**config.mk**
```make
export PLATFORM = sky130hd
export DESIGN_NAME = nfc_host
export DESIGN_NICKNAME = d
export VERILOG_FILES = /design/src/rtl/nfc_host_end.sv /design/src/rtl/nfc_pkg.sv /design/src/rtl/nfc_cycle.sv /design/src/rtl/nfc_host.sv
export VERILOG_INCLUDE_DIRS = /design/src /design/src/rtl
export SDC_FILE = /design/constraint.sdc
export NUM_CORES = 1
export LEC_CHECK = 0
export BUFFER_PORTS_ARGS = -buffer_cell sky130_fd_sc_hd__buf_2
export CORE_UTILIZATION = 30
export CTS_CLUSTER_SIZE = 16
export DETAILED_ROUTE_END_ITERATION = 6
export GPL_TIMING_DRIVEN = 0
export PLACE_DENSITY = 0.58
export REMOVE_ABC_BUFFERS = 1
export SLEW_MARGIN = 10
export SYNTH_ARGS = -nofsm -noshare
export SYNTH_HDL_FRONTEND = slang
export SYNTH_SLANG_ARGS = --single-unit
```
**constraint.sdc**
```tcl
create_clock -name SYS_CLK_I -period 4.13 [get_ports SYS_CLK_I]
set_clock_uncertainty 0.1 [all_clocks]
set_input_delay 0.826 -clock SYS_CLK_I [delete_from_list [all_inputs] [get_ports SYS_CLK_I]]
set_output_delay 0.826 -clock SYS_CLK_I [all_outputs]
set_load 0.05 [all_outputs]
```
**src/rtl/nfc_regs.svh**
```systemverilog
// Register offsets, field positions, command bytes and timing counts.
`ifndef NFC_REGS_SVH
`define NFC_REGS_SVH
`define NFC_OFS_CTRL 8'h00
`define NFC_OFS_ADDR 8'h04
`define NFC_OFS_WDATA 8'h08
`define NFC_OFS_RDATA 8'h0C
`define NFC_OFS_STAT 8'h10
`define NFC_CTRL_WP_BIT 8
`define NFC_STAT_ERR_BIT 7
`define NFC_CTRL_RST 32'h0000_0000
`define NFC_C_READ 8'h00
`define NFC_C_RDCB 8'h35
`define NFC_C_PROG 8'h80
`define NFC_C_RAND 8'h85
`define NFC_C_CONF 8'h10
`define NFC_C_ERASE 8'h60
`define NFC_C_ERCONF 8'hD0
`define NFC_C_STAT 8'h70
`define NFC_C_ID 8'h90
`define NFC_C_RESET 8'hFF
`define NFC_ID_ADDR 8'h00
`define NFC_PART_MAX 4
`define NFC_CLK_MHZ 50
`define NFC_T_SETUP_NS 15
`define NFC_T_WP_NS 25
`define NFC_T_HOLD_NS 10
`define NFC_T_WB_NS 100
`define NFC_SETUP_CYC ((`NFC_T_SETUP_NS * `NFC_CLK_MHZ + 999) / 1000)
`define NFC_PULSE_CYC ((`NFC_T_WP_NS * `NFC_CLK_MHZ + 999) / 1000)
`define NFC_HOLD_CYC ((`NFC_T_HOLD_NS * `NFC_CLK_MHZ + 999) / 1000)
`define NFC_TWB_CYC ((`NFC_T_WB_NS * `NFC_CLK_MHZ + 999) / 1000)
`endif

```
**src/rtl/nfc_host_end.sv**
```systemverilog
// Empty design unit: the sequencer and its pin engine live elsewhere.

```
**src/rtl/nfc_pkg.sv**
```systemverilog
// Types shared by the flash host sequencer and its pin cycle engine.
package nfc_pkg;
   typedef enum logic [1:0] {K_CMD, K_ADDR, K_WR, K_RD} nfc_kind_e;
   typedef enum logic [3:0] {OP_NONE, OP_PROG, OP_RAND, OP_CONF, OP_ERASE,
      OP_CBRD, OP_CBPG, OP_STAT, OP_ID, OP_RESET, OP_RDBYTE, OP_RDARR,
      OP_WDATA} nfc_op_e;
   typedef enum logic [1:0] {S_IDLE, S_ISSUE, S_WAITC} nfc_st_e;
   typedef enum logic [1:0] {P_IDLE, P_SETUP, P_STROBE, P_HOLD} nfc_ph_e;
   typedef struct packed {
      nfc_kind_e kind;
      logic [7:0] data;
      logic last;
   } nfc_cyc_s;
   typedef struct packed {
      logic ce_n;
      logic cle;
      logic ale;
      logic we_n;
      logic re_n;
      logic io_oe_n;
      logic [7:0] io;
   } nfc_pins_s;
   typedef struct packed {
      nfc_ph_e ph;
      logic [3:0] cnt;
      nfc_kind_e kind;
      nfc_pins_s pins;
      logic [7:0] rdata;
      logic done;
   } nfc_eng_s;
   typedef struct packed {
      nfc_st_e st;
      nfc_op_e op;
      logic [2:0] idx;
      logic ack;
      logic [31:0] dat_o;
      logic [27:0] addr;
      logic [7:0] wdata;
      logic [7:0] rdata;
      logic [15:0] page;
      logic [15:0] last_page;
      logic [2:0] part_cnt;
      logic [3:0] wb_cnt;
      logic wp_n;
      logic err;
      logic loading;
      logic loaded;
      logic cb;
      logic stat_mode;
      logic busy;
   } nfc_top_s;
endpackage

```
**src/rtl/nfc_cycle.sv**
```systemverilog
// Pin cycle engine: one command, address, write or read strobe cycle.
`include "nfc_regs.svh"
module nfc_cycle #(
   parameter int unsigned SETUP_CYC = `NFC_SETUP_CYC,
   parameter int unsigned PULSE_CYC = `NFC_PULSE_CYC,
   parameter int unsigned HOLD_CYC = `NFC_HOLD_CYC
) (
   input wire logic clk_i,
   input wire logic rst_n_i,
   input wire logic ce_i,
   input wire logic req_i,
   input wire nfc_pkg::nfc_cyc_s cyc_i,
   input wire logic [7:0] io_i,
   output nfc_pkg::nfc_pins_s pins_o,
   output logic [7:0] rdata_o,
   output logic done_o
);
   localparam nfc_pkg::nfc_pins_s PINS_IDLE = '{1'b1, 1'b0, 1'b0, 1'b1,
      1'b1, 1'b1, 8'h00};
   localparam nfc_pkg::nfc_eng_s ENG_RST = '{nfc_pkg::P_IDLE, 4'h0,
      nfc_pkg::K_CMD, PINS_IDLE, 8'h00, 1'b0};
   nfc_pkg::nfc_eng_s q;
   nfc_pkg::nfc_eng_s d;

   always_comb begin
      d = q;
      d.done = 1'b0;
      if (!ce_i) begin
         d = q;
      end else begin
         case (q.ph)
            nfc_pkg::P_IDLE: begin
               if (req_i) begin
                  d.kind = cyc_i.kind;
                  d.pins.ce_n = 1'b0;
                  d.pins.cle = (cyc_i.kind == nfc_pkg::K_CMD);
                  d.pins.ale = (cyc_i.kind == nfc_pkg::K_ADDR);
                  d.pins.io = cyc_i.data;
                  d.pins.io_oe_n = (cyc_i.kind == nfc_pkg::K_RD);
                  d.ph = nfc_pkg::P_SETUP;
                  d.cnt = 4'(SETUP_CYC - 1);
               end
            end
            nfc_pkg::P_SETUP: begin
               if (q.cnt == 4'h0) begin
                  d.ph = nfc_pkg::P_STROBE;
                  d.cnt = 4'(PULSE_CYC - 1);
                  if (q.kind == nfc_pkg::K_RD) begin
                     d.pins.re_n = 1'b0;
                  end else begin
                     d.pins.we_n = 1'b0;
                  end
               end else begin
                  d.cnt = q.cnt - 4'h1;
               end
            end
            nfc_pkg::P_STROBE: begin
               if (q.cnt == 4'h0) begin
                  // Sampling at the end of the low phase leaves the whole
                  // pulse for the flash access time.
                  if (q.kind == nfc_pkg::K_RD) begin
                     d.rdata = io_i;
                  end
                  d.pins.we_n = 1'b1;
                  d.pins.re_n = 1'b1;
                  d.ph = nfc_pkg::P_HOLD;
                  d.cnt = 4'(HOLD_CYC - 1);
               end else begin
                  d.cnt = q.cnt - 4'h1;
               end
            end
            nfc_pkg::P_HOLD: begin
               if (q.cnt == 4'h0) begin
                  d.pins = PINS_IDLE;
                  d.ph = nfc_pkg::P_IDLE;
                  d.done = 1'b1;
               end else begin
                  d.cnt = q.cnt - 4'h1;
               end
            end
            default: begin
               d = ENG_RST;
            end
         endcase
      end
   end

   always_ff @(posedge clk_i or negedge rst_n_i) begin
      if (!rst_n_i) begin
         q <= ENG_RST;
      end else begin
         q <= d;
      end
   end

   assign pins_o = q.pins;
   assign rdata_o = q.rdata;
   assign done_o = q.done;
endmodule

```
**src/rtl/nfc_host.sv**
```systemverilog
// Wishbone controlled host sequencer that drives a NAND flash by its pins.
// Overview of operation
// - Refuse a fifth partial program of one page before an erase; the count restarts at one when a confirm goes to another page.
// - Program opens with 80h, four address cycles, then data bytes.
// - Erase is 60h, two block address cycles, then D0h confirm.
// - When ready, issue 85h, destination address, optional data, 10h.
// - Issue 00h before array reads after a status read.
// - Commands latch on write strobe rise, CLE high, ALE low.
// - A full address takes four cycles latched with ALE high.
//
// Implementation choices: the Wishbone interface to the registers and the placing of the registers.
`include "nfc_regs.svh"
module nfc_host #(
   parameter int unsigned TWB_CYC = `NFC_TWB_CYC,
   parameter int unsigned PART_MAX = `NFC_PART_MAX
) (
   input wire logic SYS_CLK_I,
   input wire logic RSTN_I,
   input wire logic SYS_CE_I,
   input wire logic WB_CYC_I,
   input wire logic WB_STB_I,
   input wire logic WB_WE_I,
   input wire logic [7:0] WB_ADR_I,
   input wire logic [3:0] WB_SEL_I,
   input wire logic [31:0] WB_DAT_I,
   output logic [31:0] WB_DAT_O,
   output logic WB_ACK_O,
   output logic NAND_CE_N_O,
   output logic NAND_CLE_O,
   output logic NAND_ALE_O,
   output logic NAND_WE_N_O,
   output logic NAND_RE_N_O,
   output logic NAND_WP_N_O,
   input wire logic [7:0] NAND_IO_I,
   output logic [7:0] NAND_IO_O,
   output logic NAND_IO_OE_N_O,
   input wire logic NAND_RB_N_I
);
   localparam nfc_pkg::nfc_top_s TOP_RST = '{nfc_pkg::S_IDLE,
      nfc_pkg::OP_NONE, 3'h0, 1'b0, 32'h0000_0000, 28'h000_0000, 8'h00,
      8'h00, 16'h0000, 16'hFFFF, 3'h0, 4'h0, 1'b0, 1'b0, 1'b0, 1'b0,
      1'b0, 1'b0, 1'b0};
   nfc_pkg::nfc_top_s q;
   nfc_pkg::nfc_top_s d;
   nfc_pkg::nfc_cyc_s cur;
   nfc_pkg::nfc_pins_s pins;
   logic [7:0] eng_rdata;
   logic eng_done;
   logic acc;

   function automatic nfc_pkg::nfc_cyc_s step_f(
      input nfc_pkg::nfc_op_e op,
      input logic [2:0] idx,
      input logic [27:0] a,
      input logic [7:0] wd
   );
      nfc_pkg::nfc_cyc_s c;
      logic [7:0] ab;
      case (idx)
         3'h1: ab = a[7:0];
         3'h2: ab = {4'h0, a[11:8]};
         3'h3: ab = a[19:12];
         default: ab = a[27:20];
      endcase
      c.kind = nfc_pkg::K_ADDR;
      c.data = ab;
      c.last = 1'b0;
      case (op)
         nfc_pkg::OP_PROG, nfc_pkg::OP_CBPG: begin
            if (idx == 3'h0) begin
               c.kind = nfc_pkg::K_CMD;
               c.data = (op == nfc_pkg::OP_PROG) ? `NFC_C_PROG : `NFC_C_RAND;
            end
            c.last = (idx == 3'h4);
         end
         nfc_pkg::OP_RAND: begin
            if (idx == 3'h0) begin
               c.kind = nfc_pkg::K_CMD;
               c.data = `NFC_C_RAND;
            end
            c.last = (idx == 3'h2);
         end
         nfc_pkg::OP_ERASE: begin
            // Page bits travel too; the flash itself drops them.
            c.data = (idx == 3'h1) ? a[19:12] : a[27:20];
            if (idx == 3'h0 || idx == 3'h3) begin
               c.kind = nfc_pkg::K_CMD;
               c.data = (idx == 3'h0) ? `NFC_C_ERASE : `NFC_C_ERCONF;
            end
            c.last = (idx == 3'h3);
         end
         nfc_pkg::OP_CBRD: begin
            if (idx == 3'h0 || idx == 3'h5) begin
               c.kind = nfc_pkg::K_CMD;
               c.data = (idx == 3'h0) ? `NFC_C_READ : `NFC_C_RDCB;
            end
            c.last = (idx == 3'h5);
         end
         nfc_pkg::OP_ID: begin
            if (idx == 3'h0) begin
               c.kind = nfc_pkg::K_CMD;
               c.data = `NFC_C_ID;
            end else begin
               c.data = `NFC_ID_ADDR;
            end
            c.last = (idx == 3'h1);
         end
         nfc_pkg::OP_RDARR: begin
            c.kind = (idx == 3'h0) ? nfc_pkg::K_CMD : nfc_pkg::K_RD;
            c.data = `NFC_C_READ;
            c.last = (idx == 3'h1);
         end
         nfc_pkg::OP_CONF, nfc_pkg::OP_STAT, nfc_pkg::OP_RESET: begin
            c.kind = nfc_pkg::K_CMD;
            c.data = (op == nfc_pkg::OP_CONF) ? `NFC_C_CONF :
               (op == nfc_pkg::OP_STAT) ? `NFC_C_STAT : `NFC_C_RESET;
            c.last = 1'b1;
         end
         nfc_pkg::OP_WDATA: begin
            c.kind = nfc_pkg::K_WR;
            c.data = wd;
            c.last = 1'b1;
         end
         default: begin
            c.kind = nfc_pkg::K_RD;
            c.last = 1'b1;
         end
      endcase
      return c;
   endfunction

   function automatic logic legal_f(
      input nfc_pkg::nfc_op_e op,
      input nfc_pkg::nfc_top_s s,
      input logic [15:0] pg
   );
      logic idle;
      logic ok;
      idle = !s.busy && !s.loading;
      case (op)
         nfc_pkg::OP_PROG: ok = idle && !(pg == s.last_page &&
            s.part_cnt >= 3'(PART_MAX));
         nfc_pkg::OP_RAND: ok = s.loading;
         nfc_pkg::OP_CONF: ok = s.loading && (s.loaded || s.cb);
         nfc_pkg::OP_WDATA: ok = s.loading;
         nfc_pkg::OP_CBPG: ok = idle && s.cb && !(pg == s.last_page &&
            s.part_cnt >= 3'(PART_MAX));
         nfc_pkg::OP_ERASE, nfc_pkg::OP_CBRD, nfc_pkg::OP_ID: ok = idle;
         nfc_pkg::OP_RDARR: ok = !s.busy;
         nfc_pkg::OP_STAT, nfc_pkg::OP_RESET, nfc_pkg::OP_RDBYTE: ok = 1'b1;
         default: ok = 1'b0;
      endcase
      return ok && s.st == nfc_pkg::S_IDLE;
   endfunction

   assign acc = WB_CYC_I && WB_STB_I && !q.ack;
   assign cur = step_f(q.op, q.idx, q.addr, q.wdata);

   always_comb begin
      nfc_pkg::nfc_op_e req_op;
      req_op = nfc_pkg::OP_NONE;
      d = q;
      if (SYS_CE_I) begin
         d.ack = acc;
         if (q.busy) begin
            if (q.wb_cnt != 4'h0) begin
               d.wb_cnt = q.wb_cnt - 4'h1;
            end else if (NAND_RB_N_I) begin
               d.busy = 1'b0;
            end
         end
         case (q.st)
            nfc_pkg::S_ISSUE: begin
               d.st = nfc_pkg::S_WAITC;
            end
            nfc_pkg::S_WAITC: begin
               if (eng_done) begin
                  if (cur.kind == nfc_pkg::K_RD) begin
                     d.rdata = eng_rdata;
                  end
                  if (!cur.last) begin
                     d.idx = q.idx + 3'h1;
                     d.st = nfc_pkg::S_ISSUE;
                     if (q.op == nfc_pkg::OP_RDARR) begin
                        d.stat_mode = 1'b0;
                     end
                  end else begin
                     d.st = nfc_pkg::S_IDLE;
                     case (q.op)
                        nfc_pkg::OP_PROG, nfc_pkg::OP_CBPG: begin
                           d.loading = 1'b1;
                           d.loaded = 1'b0;
                           d.stat_mode = 1'b0;
                        end
                        nfc_pkg::OP_WDATA: d.loaded = 1'b1;
                        nfc_pkg::OP_CONF: begin
                           // The flash keeps status output after this.
                           d.stat_mode = 1'b1;
                           d.loading = 1'b0;
                           d.loaded = 1'b0;
                           d.cb = 1'b0;
                           d.part_cnt = (q.page == q.last_page) ?
                              q.part_cnt + 3'h1 : 3'h1;
                           d.last_page = q.page;
                        end
                        nfc_pkg::OP_ERASE: begin
                           d.part_cnt = 3'h0;
                           // Erase leaves status output on.
                           d.stat_mode = 1'b1;
                        end
                        nfc_pkg::OP_CBRD: begin
                           d.cb = 1'b1;
                           d.stat_mode = 1'b0;
                        end
                        nfc_pkg::OP_STAT: d.stat_mode = 1'b1;
                        nfc_pkg::OP_ID, nfc_pkg::OP_RDARR: begin
                           d.stat_mode = 1'b0;
                        end
                        nfc_pkg::OP_RESET: begin
                           d.loading = 1'b0;
                           d.loaded = 1'b0;
                           d.cb = 1'b0;
                           d.stat_mode = 1'b0;
                        end
                        default: begin
                        end
                     endcase
                     if (q.op == nfc_pkg::OP_CONF || q.op == nfc_pkg::OP_ERASE
                        || q.op == nfc_pkg::OP_CBRD
                        || q.op == nfc_pkg::OP_RESET) begin
                        // Ready is not trusted until the busy edge can show.
                        d.busy = 1'b1;
                        d.wb_cnt = 4'(TWB_CYC);
                     end
                  end
               end
            end
            default: begin
               d.st = nfc_pkg::S_IDLE;
            end
         endcase
         if (acc && WB_WE_I) begin
            case (WB_ADR_I)
               `NFC_OFS_CTRL: begin
                  if (WB_SEL_I[1]) begin
                     d.wp_n = WB_DAT_I[`NFC_CTRL_WP_BIT];
                  end
                  if (WB_SEL_I[0]) begin
                     req_op = nfc_pkg::nfc_op_e'(WB_DAT_I[3:0]);
                  end
               end
               `NFC_OFS_ADDR: begin
                  if (q.st != nfc_pkg::S_IDLE) begin
                     d.err = 1'b1;
                  end else begin
                     for (int i = 0; i < 3; i++) begin
                        if (WB_SEL_I[i]) begin
                           d.addr[i*8 +: 8] = WB_DAT_I[i*8 +: 8];
                        end
                     end
                     if (WB_SEL_I[3]) begin
                        d.addr[27:24] = WB_DAT_I[27:24];
                     end
                  end
               end
               `NFC_OFS_WDATA: begin
                  if (WB_SEL_I[0]) begin
                     d.wdata = WB_DAT_I[7:0];
                     req_op = nfc_pkg::OP_WDATA;
                  end
               end
               `NFC_OFS_STAT: begin
                  if (WB_SEL_I[0] && WB_DAT_I[`NFC_STAT_ERR_BIT]) begin
                     d.err = 1'b0;
                  end
               end
               default: begin
               end
            endcase
         end
         if (req_op != nfc_pkg::OP_NONE) begin
            if (legal_f(req_op, q, q.addr[27:12])) begin
               d.op = req_op;
               d.st = nfc_pkg::S_ISSUE;
               d.idx = (req_op == nfc_pkg::OP_RDARR && !q.stat_mode) ?
                  3'h1 : 3'h0;
               if (req_op == nfc_pkg::OP_PROG || req_op == nfc_pkg::OP_CBPG)
               begin
                  d.page = q.addr[27:12];
               end
            end else begin
               d.err = 1'b1;
            end
         end
         if (acc && !WB_WE_I) begin
            case (WB_ADR_I)
               `NFC_OFS_CTRL: d.dat_o = {23'h0, q.wp_n, 4'h0, q.op};
               `NFC_OFS_ADDR: d.dat_o = {4'h0, q.addr};
               `NFC_OFS_WDATA: d.dat_o = {24'h0, q.wdata};
               `NFC_OFS_RDATA: d.dat_o = {24'h0, q.rdata};
               `NFC_OFS_STAT: d.dat_o = {21'h0, q.part_cnt, q.err,
                  q.stat_mode, q.cb, q.loaded, q.loading,
                  q.st != nfc_pkg::S_IDLE, NAND_RB_N_I, q.busy};
               default: d.dat_o = 32'h0000_0000;
            endcase
         end
      end
   end

   always_ff @(posedge SYS_CLK_I or negedge RSTN_I) begin
      if (!RSTN_I) begin
         q <= TOP_RST;
      end else begin
         q <= d;
      end
   end

   nfc_cycle u_cycle (
      .clk_i(SYS_CLK_I),
      .rst_n_i(RSTN_I),
      .ce_i(SYS_CE_I),
      .req_i(q.st == nfc_pkg::S_ISSUE),
      .cyc_i(cur),
      .io_i(NAND_IO_I),
      .pins_o(pins),
      .rdata_o(eng_rdata),
      .done_o(eng_done)
   );

   assign WB_DAT_O = q.dat_o;
   assign WB_ACK_O = q.ack;
   assign NAND_CE_N_O = pins.ce_n;
   assign NAND_CLE_O = pins.cle;
   assign NAND_ALE_O = pins.ale;
   assign NAND_WE_N_O = pins.we_n;
   assign NAND_RE_N_O = pins.re_n;
   assign NAND_IO_O = pins.io;
   assign NAND_IO_OE_N_O = pins.io_oe_n;
   assign NAND_WP_N_O = q.wp_n;
endmodule

```
==> metrics, run 1 <==
fraction of layout cells with a size suffix above 1=26.8%; post-synth top area cell=dfrtp_1; CP max FO=16; # H-tree levels=4; drc violations=0; Post-Syn Instances=908; count of input and output buffers=98; top-count cell post-synth=dfrtp_1; chip height=174 µm; Std-Cell Rows=62; pin count of the biggest net entering global routing=86; Die W=174 µm; syn_area_per_cell=9.75 µm²; WL/cell=17.9 µm; Starting Density=30.7%; CTS Buf Count=17; final cell count without fillers=1,347; main area contributors after synthesis=dfrtp_1, mux2_2, dfstp_2; share of the synthesized area in the top cell type=39.3%; nets=1,025; NetSw=1.05 mW; Post-synth EDFFs=0; Resize count post-CTS=1; # Max-Cap Violations=0; CP required=4.35 ns; Area Growth Syn to Fin=13.9%; reg-to-reg startpoint=WB_ACK_O$_DFFE_PN0P_; DP Worst Slack=-0.732 ns; Reg power frac=43.8%; Seq/Total Area, Yosys=45.2%; CP endpoint kind=register; Post-CTS Hold Buffers=0; first-pass GRT wire length=38.3 mm; FMAX=250 MHz; Slew @ Worst Pin=1.12 ns; r2r endpoint=q[35]$_DFFE_PN0P_; HP Class=primary input to asynchronous set/reset pin; VDD IR-drop max=227 µV; RePlAce Congestion=0.926; flop2flop setup slack=0.50 ns; Clock Path Buffers=2; Final setup viols=0; CTS tree=yes; post-CTS setup buffers=0; DIE AREA=30,200 µm²; Core ar.=28,900 µm²; Startpoint Class=primary input; final HPWL from detailed placement=17.6 mm; Total Routing Usage GR=16.2%; Final Hold Fails=0; max-slew violation count=0; synthesized area=8850 µm²; global route total overflow=0; Post-Route WL=24.1 mm; CP Launch Point=WB_ADR_I[5]; outcome=completed; ys async rst share=100%; Sum Neg Setup Slack=0 ns; Lkg Pwr=4.70 nW; Power Internal=2.72 mW; critical setup path kind=primary input to register; Ys Warns=0; dominant synthesized flop cell=dfrtp_1; fin crit period=4.00 ns; Comb power frac=12.3%; io pins=107; fin crit share=96.8%; DR pass1 iterations=5; Netlist cell types=64; setup ws final=0.133 ns; Ant. Diodes=0; CP arrival=4.21 ns; DR vias/cell=5.18; initial antenna violation count=1; Sw Ratio=28.0%; vias in the first global route=6,687; Worst-path clk slew=0.07 ns; Via Count=6,983; CTS Root Cell=clkbuf_16; Initial DRC Count=665; #FFs+latches synth=159; r2r worst-path depth=7; antenna-violating nets left=0; Slew headroom=24.4%; Commonest cells post-synth=dfrtp_1, nand2_1, o21ai_0, mux2_2, nor2_1; Clock Sink Count=159; RSZ-0062 raised after global routing=false; Post-Route Utilization=34.9%; clk_lat worst skew=0.43 ns; power per cell area=374 nW/µm²; clock power share=44.0%; Placed Cells=1,315
==> metrics by stage <==
step | hold slack (ns) | instance area (µm²) | power [mW]
floorplan | 0.367 | 8390 | 1.98
global placement | 0.354 | 9360 | 2.13
detailed placement | 0.348 | 9440 | 2.14
CTS | 0.287 | 10100 | 3.81
global route | 0.316 | 10100 | 3.93
finish | 0.265 | 10100 | 3.77
==> how the worst max path moves through the flow <==
stage,slack [ns],end
2_1_floorplan,-0.06,q[35]$_DFFE_PN0P_
3_3_place_gp,-0.70,q[45]$_DFFE_PN0P_
3_5_place_dp,-0.73,q[33]$_DFFE_PN0P_
4_1_cts,0.16,q[35]$_DFFE_PN0P_
5_1_grt,0.05,q[31]$_DFFE_PN0P_
6_report,0.13,q[33]$_DFFE_PN0P_
==> logic make-up after synthesis <==
group | synth area share (%)
and+or+nand+nor | 14.7
AOI/OAI and AO/OA | 15.2
DFF | 45.2
buffers and inverters | 6.56
muxes | 12.5
xor gates and xnor gates | 3.46
adders and majority gates | 2.26
other | 0.0424
==> flip-flops by register name, summed over array words and instances, names as in the netlist <==
| name | count |
|---|---|
| NAND_WP_N_O | 1 |
| u_cycle.q | 8 |
| u_cycle.pins_o | 14 |
| q | 98 |
| u_cycle.rdata_o | 8 |
| u_cycle.done_o | 1 |
| WB_DAT_O | 28 |
| WB_ACK_O | 1 |
==> cell type report <==
type                            instances  area (µm²)
Clock inverter                         12         150
Clock buffer                           20         467
Timing Repair Buffer                  103         559
Fill cell                            2957       18800
Multi-Input combinational cell        641        4320
Tap cell                              384         480
Inverter                               28         105
Sequential cell                       159        4000
==> cell usage in the layout (no fill, tap or decap), drive strengths merged, types with 5 or more instances in the layout <==
cell type  count
nand3          6
a21o           5
o21ai         81
a22o           5
or2            7
o22ai          8
nor2b         11
clkbuf        20
buf          103
nand2        127
a31oi          8
mux2i          9
a222oi         8
nor2          52
or4            7
ha            16
a221oi         8
dfstp         20
nor3          19
inv           32
dfrtp        139
a21oi         34
xor2          33
a32o           5
nand4          9
a22oi         11
nor4          17
nand2b         7
mux2          87
==> power groups by stage <==
| stage | combinational, mW | clock [mW] | sequential, mW |
|---|---|---|---|
| after floorplan | 0.265 | 0 | 1.71 |
| after global placement | 0.452 | 0 | 1.68 |
| after detailed placement | 0.465 | 0 | 1.68 |
| after CTS | 0.466 | 1.69 | 1.65 |
| after global routing | 0.527 | 1.75 | 1.66 |
| final | 0.462 | 1.66 | 1.65 |
==> critical path: stages <==
cell and delay (ns):
buf_2 0.11, or4_1 0.70, o41ai_1 0.82, a2111oi_2 0.10
nor4_1 0.51, a31o_1 0.37, or4_4 0.38, mux2_2 0.38
==> layer usage <==
metal | part of all wire [%] | global-route usage, % | routed length, µm
met5 | 0 | 0 | 0
met4 | 1.1 | 3.80 | 274
met2 | 41 | 22.3 | 9900
met1 | 50 | 24.4 | 12000
met3 | 8.3 | 5.04 | 2000
No activity file was read; power rests on OpenSTA's default activity.
==> run 2, diff against run 1 <==
--- a/config.mk
+++ b/config.mk
@@ -7,12 +7,13 @@
 export NUM_CORES = 1
 export LEC_CHECK = 0
 export BUFFER_PORTS_ARGS = -buffer_cell sky130_fd_sc_hd__buf_2
-export CORE_UTILIZATION = 30
+export CORE_UTILIZATION = 50
 export CTS_CLUSTER_SIZE = 16
 export DETAILED_ROUTE_END_ITERATION = 6
 export GPL_TIMING_DRIVEN = 0
-export PLACE_DENSITY = 0.58
+export PLACE_DENSITY = 0.81
 export REMOVE_ABC_BUFFERS = 1
+export SETUP_SLACK_MARGIN = 0.15
 export SLEW_MARGIN = 10
 export SYNTH_ARGS = -nofsm -noshare
 export SYNTH_HDL_FRONTEND = slang
==> run 2 against run 1 <==
Effect of this change:
- global-route usage rose by 9.6 points
- clock-buffer cell count shrank 3
- first-iteration DRC count increased by 5.0%
- sequential share of layout area is 0.95 points higher
- cell area decreased by 2.3%
- non-clock buffer count is 2 lower
- clock power is 7% lower
==> metrics, run 2 (synthesis gave the netlist of run 1 again) <==
VDD IR-drop max=288 µV (was 227 µV); CTS tree=yes (unchanged); DR vias/cell=6.04 (was 5.18); NetSw=1.05 mW (about the same); Via Count=7,169 (was 6,983); power per cell area=371 nW/µm² (was 374 nW/µm²); DR pass1 iterations=6 (was 5); vias in the first global route=6,902 (was 6,687); r2r worst-path depth=7 (unchanged); initial antenna violation count=0 (was 1); Startpoint Class=primary input (unchanged); global route total overflow=0 (unchanged); pin count of the biggest net entering global routing=114 (was 86); FMAX=257 MHz (was 250 MHz); CTS Buf Count=17 (unchanged); CP arrival=4.11 ns (was 4.21 ns); Starting Density=51.2% (was 30.7%); DP Worst Slack=-0.664 ns (was -0.732 ns); Final Hold Fails=0 (unchanged); CP max FO=16 (unchanged); clk_lat worst skew=0.43 ns (about the same); CP endpoint kind=register (unchanged); reg-to-reg startpoint=q[129]$_DFFE_PN0P_ (was WB_ACK_O$_DFFE_PN0P_); Slew headroom=26.6% (was 24.4%); most common cell after layout, fill and taps aside=dfrtp_1 (unchanged); CTS Root Cell=clkbuf_16 (unchanged); r2r endpoint=q[49]$_DFFE_PN0P_ (was q[35]$_DFFE_PN0P_); # Max-Cap Violations=0 (unchanged); Post-Route WL=22.7 mm (was 24.1 mm); critical setup path kind=primary input to register (unchanged); fin crit share=94.4% (was 96.8%); clock power share=42.3% (was 44.0%); io pins=107 (unchanged); delay-heaviest family, CP=simple AND/OR/NAND/NOR gates (unchanged); # H-tree levels=4 (unchanged); Post-Route Utilization=56.9% (was 34.9%); register with the most flip-flops=q (unchanged); Clock Sink Count=159 (unchanged); CP max-delay cell=or4_1 (was o41ai_1); post-CTS setup buffers=0 (unchanged); drc violations=0 (unchanged); outcome=completed (unchanged); nets=1,023 (was 1,025); Reg power frac=45.2% (was 43.8%); most frequent cells in the layout=dfrtp_1, nand2_1, buf_2 (unchanged); Sw Ratio=28.6% (was 28.0%); Lkg Pwr=4.68 nW (was 4.70 nW); Die W=135 µm (was 174 µm); Buf/Inv on CP=1 (unchanged); setup ws final=0.233 ns (was 0.133 ns); fin crit period=3.90 ns (was 4.00 ns); Comb power frac=12.5% (was 12.3%); CP dominant cell by count=or4_4; Std-Cell Rows=48 (was 62); chip height=135 µm (was 174 µm); RePlAce Congestion=0.940 (was 0.926); DIE AREA=18,200 µm² (was 30,200 µm²); fraction of layout cells with a size suffix above 1=27.0% (was 26.8%); max reg flops=98 (unchanged); first-pass GRT wire length=36.2 mm (was 38.3 mm); Post-CTS Hold Buffers=0 (unchanged); Final setup viols=0 (unchanged); Total Routing Usage GR=25.9% (was 16.2%); Sum Neg Setup Slack=0 ns (unchanged); Core ar.=17,300 µm² (was 28,900 µm²); count of input and output buffers=98 (unchanged); Slew @ Worst Pin=1.10 ns (was 1.12 ns); final HPWL from detailed placement=16.2 mm (was 17.6 mm); flop2flop setup slack=0.41 ns (was 0.50 ns); Largest stage delay, worst path=0.70 ns (was 0.82 ns); CP required=4.34 ns (was 4.35 ns); Clock Path Buffers=2 (unchanged); Worst-path clk slew=0.07 ns (about the same); RSZ-0062 raised after global routing=false (unchanged); Area Growth Syn to Fin=11.2% (was 13.9%); worst-path cell chain=buf_2 > or4_1 > or4_4 > a211oi_1 > o311ai_0 > a31o_1 > or4_4 > mux2_4 (was buf_2 > or4_1 > o41ai_1 > a2111oi_2 > nor4_1 > a31o_1 > or4_4 > mux2_2); antenna-violating nets left=0 (unchanged); WL/cell=19.1 µm (was 17.9 µm); Ant. Diodes=0 (unchanged); max-slew violation count=0 (unchanged); HP Class=primary input to asynchronous set/reset pin (unchanged); Initial DRC Count=698 (was 665); Power Internal=2.61 mW (was 2.72 mW)
==> run 2: how the worst max path moves through the flow <==
stage / start / to / slack [ns] / depth (start not counted)
after CTS: WB_ADR_I[5] / q[32]$_DFFE_PN0P_ / 0.19 / 8
after detailed placement: WB_ADR_I[5] / q[45]$_DFFE_PN0P_ / -0.66 / 8
after floorplan: WB_ADR_I[5] / q[35]$_DFFE_PN0P_ / -0.06 / 7
after global placement: WB_ADR_I[5] / q[45]$_DFFE_PN0P_ / -0.65 / 8
final: WB_ADR_I[5] / q[40]$_DFFE_PN0P_ / 0.23 / 8
after global routing: WB_ADR_I[5] / q[125]$_DFFE_PN0P_ / 0.17 / 8
==> run 2: power groups by stage <==
stage               Clock (mW)  Sequential, mW  Combinational, mW
floorplan                    0            1.71              0.265
global placement             0            1.68              0.442
detailed placement           0            1.68              0.454
CTS                       1.57            1.65              0.456
global route              1.64            1.66              0.520
finish                    1.55            1.65              0.458
==> run 2: metrics by stage <==
stage	hold slack, ns	total power, mW	cells	area, µm²
4_1_cts	0.187	3.68	1186	9810
3_5_place_dp	0.345	2.13	1154	9230
5_1_grt	0.199	3.82	1186	9840
6_report	0.193	3.66	1186	9840
3_3_place_gp	0.348	2.12	1151	9160
2_1_floorplan	0.367	1.98	828	8390
==> run 2: layout make-up <==
class	instances	area [µm²]
well taps	225	282
flip-flops and latches	159	4000
repair buffers	101	551
clock buffers	17	425
inverters	28	105
multi-input cells	641	4330
fillers	1470	7450
clock inverters	15	150
==> run 2: what timing repair did <==
item                       4_1_cts  5_1_grt
pin swaps                        0        0
gates resized for setup          3        1
hold endpoints to repair         0        0
gates cloned                     0        0
setup endpoints to repair       24       19
==> run 2: layer usage <==
| metal | global-route usage, % | routed length, µm | up-vias |
|---|---|---|---|
| met2 | 38.9 | 10100 | 378 |
| li1 | - | - | 3299 |
| met3 | 6.34 | 2010 | 47 |
| met4 | 9.05 | 506 | 0 |
| met1 | 36.3 | 10000 | 3445 |
| met5 | 0 | 0 | - |
==> run 3, diff against run 2 <==
--- a/config.mk
+++ b/config.mk
@@ -6,6 +6,7 @@
 export SDC_FILE = /design/constraint.sdc
 export NUM_CORES = 1
 export LEC_CHECK = 0
+export ABC_AREA = 1
 export BUFFER_PORTS_ARGS = -buffer_cell sky130_fd_sc_hd__buf_2
 export CORE_UTILIZATION = 50
 export CTS_CLUSTER_SIZE = 16
==> run 3 against run 2 <==
Effect of this change:
- clock power is 5% higher
- cell count up 24%
- wire length up 6.7%
- die area increased by 3.5%
- critical endpoint is now q[85]$_DFFE_PN0P_
- largest power group unchanged
==> metrics, run 3 <==
outcome=completed (unchanged); clk_lat worst skew=0.44 ns (was 0.43 ns); Seq/Total Area, Yosys=43.7% (was 45.2%); global route total overflow=0 (unchanged); Resize count post-CTS=0 (was 3); Post-Route WL=24.2 mm (was 22.7 mm); drc violations=0 (unchanged); CTS tree=yes (unchanged); # Max-Cap Violations=0 (unchanged); most common cell after layout, fill and taps aside=nand2_1 (was dfrtp_1); Buf/Inv on CP=3 (was 1); Lkg Pwr=5.25 nW (was 4.68 nW); CP required=4.32 ns (was 4.34 ns); NetSw=1.33 mW (was 1.05 mW); Std-Cell Rows=49 (was 48); share of the synthesized area in the top cell type=38.0% (was 39.3%); io pins=107 (unchanged); CTS Buf Count=17 (unchanged); Largest stage delay, worst path=0.99 ns (was 0.70 ns); DP Worst Slack=0.287 ns (was -0.664 ns); most frequent cells in the layout=nand2_1, dfrtp_1, inv_1 (was dfrtp_1, nand2_1, buf_2); CP max FO=16 (unchanged); Final Hold Fails=0 (unchanged); Ys Warns=0 (unchanged); Reg power frac=42.3% (was 45.2%); worst-path cell chain=buf_2 > nor2_2 > inv_1 > nor4_2 > inv_1 > nor2_1 > nand3_1 > nor2_1 > a21oi_1 (was buf_2 > or4_1 > or4_4 > a211oi_1 > o311ai_0 > a31o_1 > or4_4 > mux2_4); WL/cell=16.4 µm (was 19.1 µm); max-slew violation count=0 (unchanged); flop2flop setup slack=0.77 ns (was 0.41 ns); CP max-delay cell=nor4_2 (was or4_1); antenna-violating nets left=0 (unchanged); synthesized area=9170 µm² (was 8850 µm²); RSZ-0062 raised after global routing=false (unchanged); Filler cells=1,601 (was 1,470); Via Count=8,017 (was 7,169); #FFs+latches synth=159 (unchanged); register with the most flip-flops=q (unchanged); pin count of the biggest net entering global routing=87 (was 114); Total Routing Usage GR=27.1% (was 25.9%); first-pass GRT wire length=38.4 mm (was 36.2 mm); CTS Root Cell=clkbuf_16 (unchanged); Core ar.=18,000 µm² (was 17,300 µm²); post-synth top area cell=dfrtp_1 (unchanged); Worst-path clk slew=0.07 ns (about the same); Initial DRC Count=616 (was 698); nets=1,307 (was 1,023); main area contributors after synthesis=dfrtp_1, nand2_1, dfstp_2 (was dfrtp_1, mux2_2, dfstp_2); clock power share=38.6% (was 42.3%); setup ws final=0.624 ns (was 0.233 ns); vias in the first global route=7,443 (was 6,902); Slew @ Worst Pin=1.23 ns (was 1.10 ns); ys async rst share=100% (unchanged); DIE AREA=18,900 µm² (was 18,200 µm²); RePlAce Congestion=0.975 (was 0.940); Startpoint Class=primary input (unchanged); Sw Ratio=31.7% (was 28.6%); delay-heaviest family, CP=simple AND/OR/NAND/NOR gates (unchanged); Post-CTS Hold Buffers=0 (unchanged); HP Class=primary input to asynchronous set/reset pin (unchanged); post-CTS setup buffers=0 (unchanged); chip height=137 µm (was 135 µm); DR pass1 iterations=5 (was 6); power per cell area=414 nW/µm² (was 371 nW/µm²); Slew headroom=17.2% (was 26.6%); Final setup viols=0 (unchanged); max reg flops=98 (unchanged); syn_area_per_cell=7.80 µm² (was 9.75 µm²); Clock Sink Count=159 (unchanged); initial antenna violation count=1 (was 0); dominant synthesized flop cell=dfrtp_1 (unchanged); Commonest cells post-synth=nand2_1, dfrtp_1, inv_1, nor2_1, o21ai_0 (was dfrtp_1, nand2_1, o21ai_0, mux2_2, nor2_1); Post-Syn Instances=1,175 (was 908); Area Growth Syn to Fin=10.9% (was 11.2%); fraction of layout cells with a size suffix above 1=17.3% (was 27.0%); CP endpoint kind=register (unchanged); fin crit period=3.51 ns (was 3.90 ns); Die W=137 µm (was 135 µm); DR vias/cell=5.44 (was 6.04); Clock Path Buffers=2 (unchanged); final HPWL from detailed placement=18.0 mm (was 16.2 mm); fin crit share=84.9% (was 94.4%); Power Internal=2.88 mW (was 2.61 mW); Starting Density=51.0% (was 51.2%); VDD IR-drop max=335 µV (was 288 µV); # H-tree levels=4 (unchanged); FMAX=285 MHz (was 257 MHz); CP arrival=3.70 ns (was 4.11 ns); count of input and output buffers=98 (unchanged); Post-synth EDFFs=0 (unchanged); Ant. Diodes=0 (unchanged); Netlist cell types=51 (was 64); Post-Route Utilization=56.6% (was 56.9%); top-count cell post-synth=nand2_1 (was dfrtp_1); Comb power frac=19.1% (was 12.5%); critical setup path kind=primary input to register (unchanged)
## run 3: kinds of logic after synthesis
logic type	synth area share [%]
AOI/OAI and AO/OA	13.9
xor gates and xnor gates	1.91
adders and majority gates	2.18
buffers and inverters	10.7
DFF	43.7
muxes	1.76
other	0.0409
and+or+nand+nor	25.8
## run 3: through the flow
step                      std cells  instance area (µm²)  total power, mW  setup TNS [ns]  hold slack, ns
after floorplan                1114                 8740             2.37               0           0.342
after global placement         1441                 9520             2.57          -28.50           0.351
after detailed placement       1442                 9560             2.61               0           0.365
after CTS                      1474                10200             4.21               0           0.279
after global routing           1474                10200             4.39               0           0.292
final                          1474                10200             4.21               0           0.244
## run 3: metal layers
layer / global-route usage [%] / wire (µm) / vias up
met5: 0 / 19 / -
li1: - / - / 3912
met2: 41.9 / 11100 / 297
met4: 8.55 / 546 / 2
met3: 6.77 / 1590 / 42
met1: 37.2 / 10900 / 3764
## run 3: path summary, 6_finish.rpt
path / from / end / cells after the start
max: WB_ADR_I[1] / q[85]$_DFFE_PN0P_ / 9
min: RSTN_I / q[35]$_DFFE_PN0P_ / 1
max reg2reg: q[124]$_DFFE_PN0P_ / q[26]$_DFFE_PN1P_ / 12
min reg2reg: u_cycle.pins_o[13]$_DFFE_PN1P_ / u_cycle.pins_o[13]$_DFFE_PN1P_ / 2
max in group asynchronous: RSTN_I / q[3]$_DFFE_PN0P_ / 2
min in group SYS_CLK_I: u_cycle.pins_o[13]$_DFFE_PN1P_ / u_cycle.pins_o[13]$_DFFE_PN1P_ / 2
## run 3: layout make-up
type | instances | area (µm²) | share of cell area, %
clock buffer | 19 | 453 | 4.46
clock inverter | 13 | 151 | 1.49
inverter | 146 | 548 | 5.39
multi-input combinational | 809 | 4190 | 41.3
sequential | 159 | 4000 | 39.4
tap | 229 | 287 | 2.82
timing repair buffer | 99 | 528 | 5.20
## run 3: power groups by stage
stage | logic [mW] | clock network, mW | registers [mW]
after global placement | 0.771 | 0 | 1.80
after floorplan | 0.429 | 0 | 1.94
after global routing | 0.904 | 1.69 | 1.80
after CTS | 0.804 | 1.63 | 1.78
final | 0.803 | 1.63 | 1.78
after detailed placement | 0.800 | 0 | 1.81
